`src/psc_pkg.sv`:
```
// Package: register map, field positions, reset values and timing
// constants for the power sequencing and control register bank.
// Assumes a 50 MHz system clock shared by every user of the package.
package psc_pkg;

   // ==========================================================
   // Register addresses, first page
   localparam logic [7:0] ADDR_PAGE_SELECT   = 8'h01;
   localparam logic [7:0] ADDR_POWER_CONTROL = 8'h02;
   localparam logic [7:0] ADDR_KEEP_ON       = 8'h03;
   localparam logic [7:0] ADDR_TEST_STATUS   = 8'h04;
   localparam logic [7:0] ADDR_INT_STATUS    = 8'h05;
   localparam logic [7:0] ADDR_OPTIONS       = 8'h06;
   localparam logic [7:0] ADDR_MTX_ENABLE    = 8'h07;
   localparam logic [7:0] ADDR_MTX_SOURCE    = 8'h08;
   localparam logic [7:0] ADDR_MEM_CLEAR     = 8'h09;
   localparam logic [7:0] ADDR_SCROLL_EN     = 8'h0a;
   localparam logic [7:0] ADDR_SCROLL_MODE   = 8'h0b;
   localparam logic [7:0] ADDR_SOFT_RESET    = 8'h0d;
   localparam logic [7:0] ADDR_COL_HIGH      = 8'h10;
   localparam logic [7:0] ADDR_COL_MID       = 8'h11;
   localparam logic [7:0] ADDR_COL_LOW       = 8'h12;
   localparam logic [7:0] ADDR_MAX_CURRENT_SELECT          = 8'h13;
   localparam logic [7:0] ADDR_TEST_FIRST    = 8'h20;
   localparam logic [7:0] ADDR_TEST_LAST     = 8'h41;

   // ==========================================================
   // Writable field masks
   localparam logic [7:0] MASK_BIT0       = 8'h01;
   localparam logic [7:0] MASK_LOW2       = 8'h03;
   localparam logic [7:0] MASK_OPTIONS    = 8'hc3;
   localparam logic [7:0] MASK_SCROLL     = 8'h7f;
   localparam logic [7:0] MASK_FULL       = 8'hff;
   localparam int         PAGE_BIT        = 0;
   localparam int         KEEP_ON_BIT     = 0;

   // ==========================================================
   // Reset values
   localparam logic [7:0] RST_ZERO        = 8'h00;
   localparam logic [7:0] RST_KEEP_ON     = 8'h01;

   // ==========================================================
   // Timing
   localparam int CLK_HZ                  = 50_000_000;
   localparam int WAKE_DELAY_MS           = 5;
   // More than 5 ms: one cycle beyond the exact count
   localparam int WAKE_DELAY_CYC          = CLK_HZ / 1000 * WAKE_DELAY_MS + 1;
   localparam int WAKE_CNT_W              = 19;

   typedef enum logic [1:0] {
      PSC_OFF  = 2'b00,
      PSC_WAKE = 2'b01,
      PSC_ON   = 2'b10
   } psc_state_t;

endpackage

```
`src/psc_sync.sv`:
```
// Three-stage input synchroniser with agreement filter.
// Assumes an asynchronous level input and the single system clock.
module psc_sync
   import psc_pkg::*;
(
   input  wire logic clk,       // System clock
   input  wire logic rst,       // Synchronous reset, active high
   input  wire logic rst_val,   // Output value held during reset
   input  wire logic async_in,  // Level from outside the domain
   output logic      sync_out   // Filtered level
);
   import psc_pkg::*;

   logic s1_ff, s2_ff, s3_ff, out_ff;
   logic nxt_out;

   // ==========================================================
   // Filter: a change counts once stages two and three agree
   always_comb begin
      nxt_out = out_ff;
      if (s2_ff == s3_ff) begin
         nxt_out = s3_ff;
      end
   end

   always_ff @(posedge clk) begin
      if (rst) begin
         // Stages start at the idle level, so no false edge after reset
         s1_ff  <= rst_val;
         s2_ff  <= rst_val;
         s3_ff  <= rst_val;
         out_ff <= rst_val;
      end else begin
         s1_ff  <= async_in;
         s2_ff  <= s1_ff;
         s3_ff  <= s2_ff;
         out_ff <= nxt_out;
      end
   end

   assign sync_out = rst ? rst_val : out_ff;
endmodule

```
`src/psc_regbank.sv`:
```
// Register file: eight-bit registers of the first page with a
// synchronous-read data register and a default-restore strobe.
// Assumes the caller qualifies writes and reads with access gating.
module psc_regbank
   import psc_pkg::*;
(
   input  wire logic       clk,       // System clock
   input  wire logic       rst,       // Synchronous reset, active high
   input  wire logic       restore,   // Return all settings to defaults
   input  wire logic       wr_en,     // Write strobe
   input  wire logic [7:0] addr,      // Register address
   input  wire logic [7:0] wdata,     // Write data
   input  wire logic [7:0] stat_int,  // Interrupt status from block logic
   output logic [7:0]      rdata,     // Registered read data
   output logic            page_sel,  // Page selection bit
   output logic            keep_on,   // Regulator keep-on bit
   output logic            osc_en     // Oscillator enable
);
   import psc_pkg::*;

   localparam int NREG = 16;
   localparam logic [7:0] WMASK [NREG] = '{
      MASK_BIT0, MASK_BIT0, MASK_BIT0, 8'h00, 8'h00, MASK_OPTIONS, MASK_BIT0,
      MASK_LOW2, MASK_LOW2, MASK_BIT0, MASK_SCROLL, MASK_BIT0, MASK_FULL,
      MASK_FULL, MASK_BIT0, MASK_LOW2};
   localparam logic [7:0] RADDR [NREG] = '{
      ADDR_PAGE_SELECT, ADDR_POWER_CONTROL, ADDR_KEEP_ON, ADDR_TEST_STATUS,
      ADDR_INT_STATUS, ADDR_OPTIONS, ADDR_MTX_ENABLE, ADDR_MTX_SOURCE,
      ADDR_MEM_CLEAR, ADDR_SCROLL_EN, ADDR_SCROLL_MODE, ADDR_SOFT_RESET,
      ADDR_COL_HIGH, ADDR_COL_MID, ADDR_COL_LOW, ADDR_MAX_CURRENT_SELECT};

   logic [7:0] reg_ff [NREG];
   logic [7:0] nxt_reg [NREG];
   logic [7:0] rdata_ff, nxt_rdata;

   // ==========================================================
   // Per-register next value; keep-on defaults to one
   genvar gi;
   generate
      for (gi = 0; gi < NREG; gi++) begin : g_reg
         localparam logic [7:0] DEF = (gi == 2) ? RST_KEEP_ON : RST_ZERO;
         always_comb begin
            nxt_reg[gi] = reg_ff[gi];
            if (restore) begin
               nxt_reg[gi] = DEF;
            end else if (wr_en && addr == RADDR[gi]) begin
               nxt_reg[gi] = wdata & WMASK[gi];
            end
         end
         always_ff @(posedge clk) begin
            if (rst) begin
               reg_ff[gi] <= DEF;
            end else begin
               reg_ff[gi] <= nxt_reg[gi];
            end
         end
      end
   endgenerate

   // ==========================================================
   // Read mux; unmapped and test addresses read zero
   always_comb begin
      nxt_rdata = RST_ZERO;
      for (int i = 0; i < NREG; i++) begin
         if (addr == RADDR[i]) begin
            nxt_rdata = reg_ff[i];
         end
      end
      if (addr == ADDR_INT_STATUS) begin
         nxt_rdata = stat_int;
      end
   end

   always_ff @(posedge clk) begin
      if (rst) begin
         rdata_ff <= RST_ZERO;
      end else begin
         rdata_ff <= nxt_rdata;
      end
   end

   assign rdata    = rdata_ff;
   assign page_sel = reg_ff[0][PAGE_BIT];
   assign osc_en   = reg_ff[1][0];
   assign keep_on  = reg_ff[2][KEEP_ON_BIT];
endmodule

```
`src/psc_top.sv`:
```
// Top of the power sequencing control block: pin synchronisers,
// regulator on/off state, wake delay and gated register access.
// Assumes a decoded serial front end that offers byte write and read
// strobes; the analog regulator follows reg_on_o.
// Summary of operation
// - Drop all serial traffic while enable pin low and keep-on bit zero.
// - Regulator is on whenever the enable pin is high.
// - No serial access accepted while the reset pin is low.
// - Serial access recognised only after more than 5 ms of enable high.
// - Reset restores every register default; keep-on default is one.
// - Reset during enable high sets keep-on, holding the regulator on.
// - Regulator switching off restores every register default.
// - Bit 0 of 01h picks page: zero first, one second.
// - Reset pin is active low.
// - Serial stage and logic unpowered while the regulator is off.
module psc_top
   import psc_pkg::*;
#(
   parameter int WAKE_CYC = WAKE_DELAY_CYC   // Wake delay, shortenable
)
(
   input  wire logic       clk,              // System clock, 50 MHz
   input  wire logic       rst,              // Synchronous reset, active high
   input  wire logic       reg_enable_pin,   // Regulator enable pin
   input  wire logic       reset_input_n,    // Device reset pin, active low
   input  wire logic       ser_wr,           // Serial write strobe
   input  wire logic       ser_rd,           // Serial read strobe
   input  wire logic [7:0] ser_addr,         // Serial register address
   input  wire logic [7:0] ser_wdata,        // Serial write data
   input  wire logic [7:0] stat_int,         // Interrupt status from matrix logic
   output logic [7:0]      ser_rdata,        // Read data
   output logic            ser_rvalid,       // Read data valid pulse
   output logic            reg_on_o,         // Internal regulator on
   output logic            access_ok_o,      // Serial interface accepting
   output logic            page_sel_o,       // Register page selection
   output logic            osc_en_o          // Oscillator enable
);
   import psc_pkg::*;

   // ==========================================================
   // Pin synchronisers
   logic en_s, rstn_s;

   psc_sync u_sync_en (
      .clk      (clk),
      .rst      (rst),
      .rst_val  (1'b0),
      .async_in (reg_enable_pin),
      .sync_out (en_s)
   );

   // Held high in system reset so the pin reset does not fire spuriously
   psc_sync u_sync_rst (
      .clk      (clk),
      .rst      (rst),
      .rst_val  (1'b1),
      .async_in (reset_input_n),
      .sync_out (rstn_s)
   );

   // ==========================================================
   // Power state
   psc_state_t             state_ff, nxt_state;
   logic [WAKE_CNT_W-1:0]  wake_ff, nxt_wake;
   logic                   keep_on;
   logic                   pin_reset;
   logic                   reg_on;
   logic                   restore;
   logic                   access_ok;

   assign pin_reset = ~rstn_s;
   assign reg_on    = en_s | keep_on;

   always_comb begin
      nxt_state = state_ff;
      nxt_wake  = wake_ff;
      case (state_ff)
         PSC_OFF: begin
            // Only the pin can wake the regulator from off
            if (en_s) begin
               nxt_state = PSC_WAKE;
               nxt_wake  = '0;
            end
         end
         PSC_WAKE: begin
            if (!reg_on) begin
               nxt_state = PSC_OFF;
            end else if (wake_ff == WAKE_CNT_W'(WAKE_CYC - 1)) begin
               nxt_state = PSC_ON;
            end else begin
               nxt_wake = wake_ff + 1'b1;
            end
         end
         PSC_ON: begin
            if (!reg_on) begin
               nxt_state = PSC_OFF;
            end
         end
         default: begin
            nxt_state = PSC_OFF;
         end
      endcase
   end

   always_ff @(posedge clk) begin
      if (rst) begin
         state_ff <= PSC_OFF;
         wake_ff  <= '0;
      end else begin
         state_ff <= nxt_state;
         wake_ff  <= nxt_wake;
      end
   end

   // Defaults on pin reset, and when the regulator drops out.
   // Keep-on returns to one on reset; with enable high this latches on.
   assign restore = pin_reset | (state_ff != PSC_OFF && !reg_on);

   // Logic unpowered in off; pin reset blocks; wake delay must elapse
   assign access_ok = (state_ff == PSC_ON) && reg_on && !pin_reset;

   // ==========================================================
   // Register file
   logic [7:0] rdata;
   logic       page_sel;
   logic       osc_en;
   logic       page_hit;
   logic       wr_take;
   logic       rd_take;

   // Second page selected: only 01h stays here, the rest lives outside
   assign page_hit = !page_sel || (ser_addr == ADDR_PAGE_SELECT);
   assign wr_take  = ser_wr & access_ok & page_hit;
   assign rd_take  = ser_rd & access_ok;

   psc_regbank u_regs (
      .clk      (clk),
      .rst      (rst),
      .restore  (restore),
      .wr_en    (wr_take),
      .addr     (ser_addr),
      .wdata    (ser_wdata),
      .stat_int (stat_int),
      .rdata    (rdata),
      .page_sel (page_sel),
      .keep_on  (keep_on),
      .osc_en   (osc_en)
   );

   // ==========================================================
   // Output registers
   logic       rvalid_ff, nxt_rvalid;
   logic       pend_ff, nxt_pend;
   logic       hit_ff, nxt_hit;
   logic       on_ff, nxt_on;
   logic       ok_ff, nxt_ok;
   logic       page_ff, nxt_page;
   logic       osc_ff, nxt_osc;
   logic [7:0] rdata_ff, nxt_rdata;

   // Read pipe: strobe, data register, valid pulse; status registered
   always_comb begin
      nxt_pend   = rd_take;
      nxt_hit    = page_hit;
      nxt_rvalid = pend_ff;
      nxt_rdata  = rdata_ff;
      if (pend_ff) begin
         // Second page reads other than 01h answer zero from this block
         nxt_rdata = hit_ff ? rdata : RST_ZERO;
      end
      nxt_on     = (state_ff != PSC_OFF) & reg_on;
      nxt_ok     = access_ok;
      nxt_page   = page_sel;
      nxt_osc    = osc_en;
   end

   always_ff @(posedge clk) begin
      if (rst) begin
         pend_ff   <= 1'b0;
         hit_ff    <= 1'b0;
         rvalid_ff <= 1'b0;
         rdata_ff  <= RST_ZERO;
         on_ff     <= 1'b0;
         ok_ff     <= 1'b0;
         page_ff   <= 1'b0;
         osc_ff    <= 1'b0;
      end else begin
         pend_ff   <= nxt_pend;
         hit_ff    <= nxt_hit;
         rvalid_ff <= nxt_rvalid;
         rdata_ff  <= nxt_rdata;
         on_ff     <= nxt_on;
         ok_ff     <= nxt_ok;
         page_ff   <= nxt_page;
         osc_ff    <= nxt_osc;
      end
   end

   assign ser_rdata   = rdata_ff;
   assign ser_rvalid  = rvalid_ff;
   assign reg_on_o    = on_ff;
   assign access_ok_o = ok_ff;
   assign page_sel_o  = page_ff;
   assign osc_en_o    = osc_ff;
endmodule

```
`config.mk`:
```
export PLATFORM = sky130hd
export DESIGN_NAME = psc_top
export DESIGN_NICKNAME = d
export VERILOG_FILES = /design/src/psc_pkg.sv /design/src/psc_sync.sv /design/src/psc_regbank.sv /design/src/psc_top.sv
export SDC_FILE = /design/constraint.sdc
export NUM_CORES = 1
export LEC_CHECK = 0
export BUFFER_PORTS_ARGS = -buffer_cell sky130_fd_sc_hd__buf_2
export CORE_ASPECT_RATIO = 1.2
export CORE_MARGIN = 5
export CORE_UTILIZATION = 63
export CTS_CLUSTER_SIZE = 10
export DETAILED_ROUTE_END_ITERATION = 7
export PLACE_DENSITY = 0.87
export SYNTH_ARGS = -nofsm -noshare
export SYNTH_HDL_FRONTEND = slang
export SYNTH_SLANG_ARGS = --single-unit
```
`constraint.sdc`:
```
create_clock -name clk -period 3.8 [get_ports clk]
set_input_delay 0.19 -clock clk [delete_from_list [all_inputs] [get_ports clk]]
set_output_delay 0.19 -clock clk [all_outputs]
set_load 0.02 [all_outputs]
```
==> impl_metrics.env <==
export IMPL_syn2layout_area_growth_pct=10.5
export IMPL_syn_instance_count=459
export IMPL_setup_viol=0
export IMPL_antenna_found_initial=0
export IMPL_crit_fanout=9
export IMPL_drc=0
export IMPL_antenna_cells=0
export IMPL_gr_total_overflow=0
export IMPL_status="complete, no violations"
export IMPL_r2r_start="u_sync_en.out_ff$_SDFFE_PP0N_"
export IMPL_dieArea_sq_um=8150
export IMPL_gp_congestion=0.944
export IMPL_reg2regPathDepth=5
export IMPL_regArea_sq_um=1840
export IMPL_finalMaxSlewViolations=0
export IMPL_min_period_ps=2410
export IMPL_yosys_warnings=0
export IMPL_hold_path_class="in2reg"
export IMPL_drive_above_1_share=0.158
export IMPL_post_cts_buffers=0
export IMPL_required_ps=4020
export IMPL_synthesis_nets=491
export IMPL_clk_latency_ps=350
export IMPL_placed_area_sq_um=4290
export IMPL_dr_first_iter_drc_count=284
export IMPL_yosys_register_bits=92
export IMPL_critPathArrivalTime_ps=2630
export IMPL_power_density_nw_per_um2=379
export IMPL_grt_max_degree=33
export IMPL_period_share=0.633
export IMPL_multi_input_area_sq_um=2070
export IMPL_grt_pass1_vias=3366
export IMPL_endpoint="u_regs.reg_ff[1][33]$_SDFFE_PP0P_"
export IMPL_synth_edf_count=0
export IMPL_rsz0062_at_grt="false"
export IMPL_r2r_end="u_regs.reg_ff[1][33]$_SDFFE_PP0P_"
export IMPL_initial_core_util=0.637
export IMPL_clock_sinks=92
export IMPL_synth_ff_type="dfxtp_1"
export IMPL_clk_pin_slew_ps=90
export IMPL_htreeDepth=3
export IMPL_hold_viol=0
export IMPL_nets=522
export IMPL_cts_tree="yes"
export IMPL_slew_headroom=0.384
export IMPL_synth_cell_types=57
export IMPL_grtUsageTotal=0.241
export IMPL_hpwl_mm=6.70
export IMPL_end_kind="flip-flop"
export IMPL_clockBufferDepth=2
export IMPL_clock_root_buffer="clkbuf_8"
export IMPL_ir_drop_mv=0.257
export IMPL_viasPerCell=5.99
export IMPL_totalNegativeSetupSlack_ps=0
export IMPL_drv_cap=0
export IMPL_hold_buffers=0
export IMPL_firstDrtPassIters=6
export IMPL_cts_resized=0
export IMPL_numCtsBuffers=9
export IMPL_fmax_mhz=415
export IMPL_die_x_microns=83.3
export IMPL_synth_async_sr_flop_share=0
export IMPL_synth_area_sq_um=4060
export IMPL_fillCellCount=507
export IMPL_startpoint="u_sync_en.out_ff$_SDFFE_PP0N_"
export IMPL_wire_per_inst_microns=16.2
export IMPL_avgSynthCellArea_sq_um=8.84
export IMPL_coreArea_sq_um=6370
export IMPL_p_leak_nw=1.78
export IMPL_tightest_slew_ps=921
export IMPL_port_buffers=42
export IMPL_wl_mm=9.42
export IMPL_reg2reg_slack_ps=1390
export IMPL_drtAntennaViolNets=0
export IMPL_via_count=3472
export IMPL_finalClockSkew_ps=8.57
export IMPL_finalInstanceArea_sq_um=4480
export IMPL_crit_type="reg2reg"
export IMPL_grt_pass1_wl_mm=16.1
export IMPL_num_rows=32
export IMPL_die_h_microns=97.9
export IMPL_pin_count=43
export IMPL_start_kind="flip-flop"
export IMPL_ys_seq_area_frac=0.454
## where the power goes
part	internal (mW)	leakage (nW)	switching (mW)
Combinational	0.0255	0.936	0.0574
Clock	0.307	0.100	0.340
Sequential	0.967	0.742	0.00135
## synth_stat cells, drive strengths merged (3+ instances only)
cell	instances	area, sq um
a21oi	18	90.1
clkbuf	17	63.8
nand4	12	75.1
and2	7	43.8
nand2	42	160
nand3	21	105
a211oi	3	27.5
or4	4	37.5
buf	7	40.0
o2bb2ai	4	35.0
or2	6	37.5
nor2	63	236
inv	10	37.5
nor2b	16	100
o311ai	4	35.0
nor4	3	18.8
dfxtp	92	1840
nor3	5	25.0
and3	3	18.8
o22ai	6	37.5
nand2b	7	43.8
o21ai	25	125
nor3b	3	22.5
o41ai	5	62.6
mux2i	26	260
xor2	15	131
## layout make-up
class                      count  share of cell area
clock buffer                   9              0.0276
timing repair buffer          44              0.0502
multi-input combinational    333               0.463
sequential                    92               0.411
tap                           85              0.0237
inverter                      10             0.00837
clock inverter                 7              0.0165
## per-stage QoR
stage	total power [mW]	hold WS [ps]	setup slack [ps]	utilization	cells
detailed placement	1.07	384	1140	0.673	564
global placement	1.07	380	1130	0.673	564
CTS	1.71	16.4	1390	0.704	580
floorplan	1.04	294	1740	-	459
global route	1.76	24.1	1200	0.704	580
finish	1.70	24.3	1390	0.704	580
## sequential cells by signal, indices dropped and copies added, names as in the netlist
signal             cells
u_regs.reg_ff         40
wake_ff               19
ser_rdata              8
u_regs.rdata           8
state_ff               2
access_ok_o            1
hit_ff                 1
nxt_rvalid             1
osc_en_o               1
page_sel_o             1
reg_on_o               1
ser_rvalid             1
u_sync_en.out_ff       1
u_sync_en.s1_ff        1
u_sync_en.s2_ff        1
u_sync_en.s3_ff        1
u_sync_rst.out_ff      1
u_sync_rst.s1_ff       1
u_sync_rst.s2_ff       1
u_sync_rst.s3_ff       1
## worst min path at each step
| stage | startpoint | to | slack (ps) | cells after the start |
|---|---|---|---|---|
| final | reset_input_n | u_sync_rst.s1_ff$_SDFF_PP1_ | 20 | 2 |
| after global routing | reset_input_n | u_sync_rst.s1_ff$_SDFF_PP1_ | 20 | 2 |
| after CTS | reset_input_n | u_sync_rst.s1_ff$_SDFF_PP1_ | 20 | 2 |
| after detailed placement | reset_input_n | u_sync_rst.s1_ff$_SDFF_PP1_ | 380 | 2 |
| after global placement | reset_input_n | u_sync_rst.s1_ff$_SDFF_PP1_ | 380 | 2 |
| after floorplan | reset_input_n | u_sync_rst.s1_ff$_SDFF_PP1_ | 290 | 1 |
## placed cells by master, fill, tap and decap left out, types with 3 or more instances in the layout
cell	n
o21ai_0	25
buf_2	42
mux2i_1	26
o41ai_1	4
o2bb2ai_1	4
nand2_1	41
o22ai_1	6
dfxtp_1	92
a21oi_1	18
and2_1	7
and3_1	3
inv_1	10
or2_2	6
o311ai_0	4
nor2_1	63
xor2_1	15
nor4_1	3
nand3_1	21
clkbuf_8	9
nand4_1	12
nor2b_1	16
nor3_1	5
nor3b_1	3
nand2b_1	7
## per-layer routing
metal	vias to the layer above	track usage	wire length, microns
met4	0	0.103	305
met3	28	0.0405	636
li1	1695	-	-
met2	136	0.413	4670
met1	1613	0.297	3810
met5	-	0	0
## cell families after synthesis
logic type | share of synthesized area
AND/OR/NAND/NOR | 0.242
multiplexers | 0.0752
AO/OA/AOI/OAI | 0.153
buffers and inverters | 0.0348
XOR/XNOR | 0.0345
adder cells (fa/ha/maj) | 0.00617
flip-flops | 0.454
## worst max-delay path, stage by stage, from the launching register on
cell      delay [ps]
dfxtp_1          440
nand2b_1         210
a211oi_2         670
and4b_1          640
mux2i_1          260
nor2_1            60
Note: power is estimated with default switching activity, not from simulation.
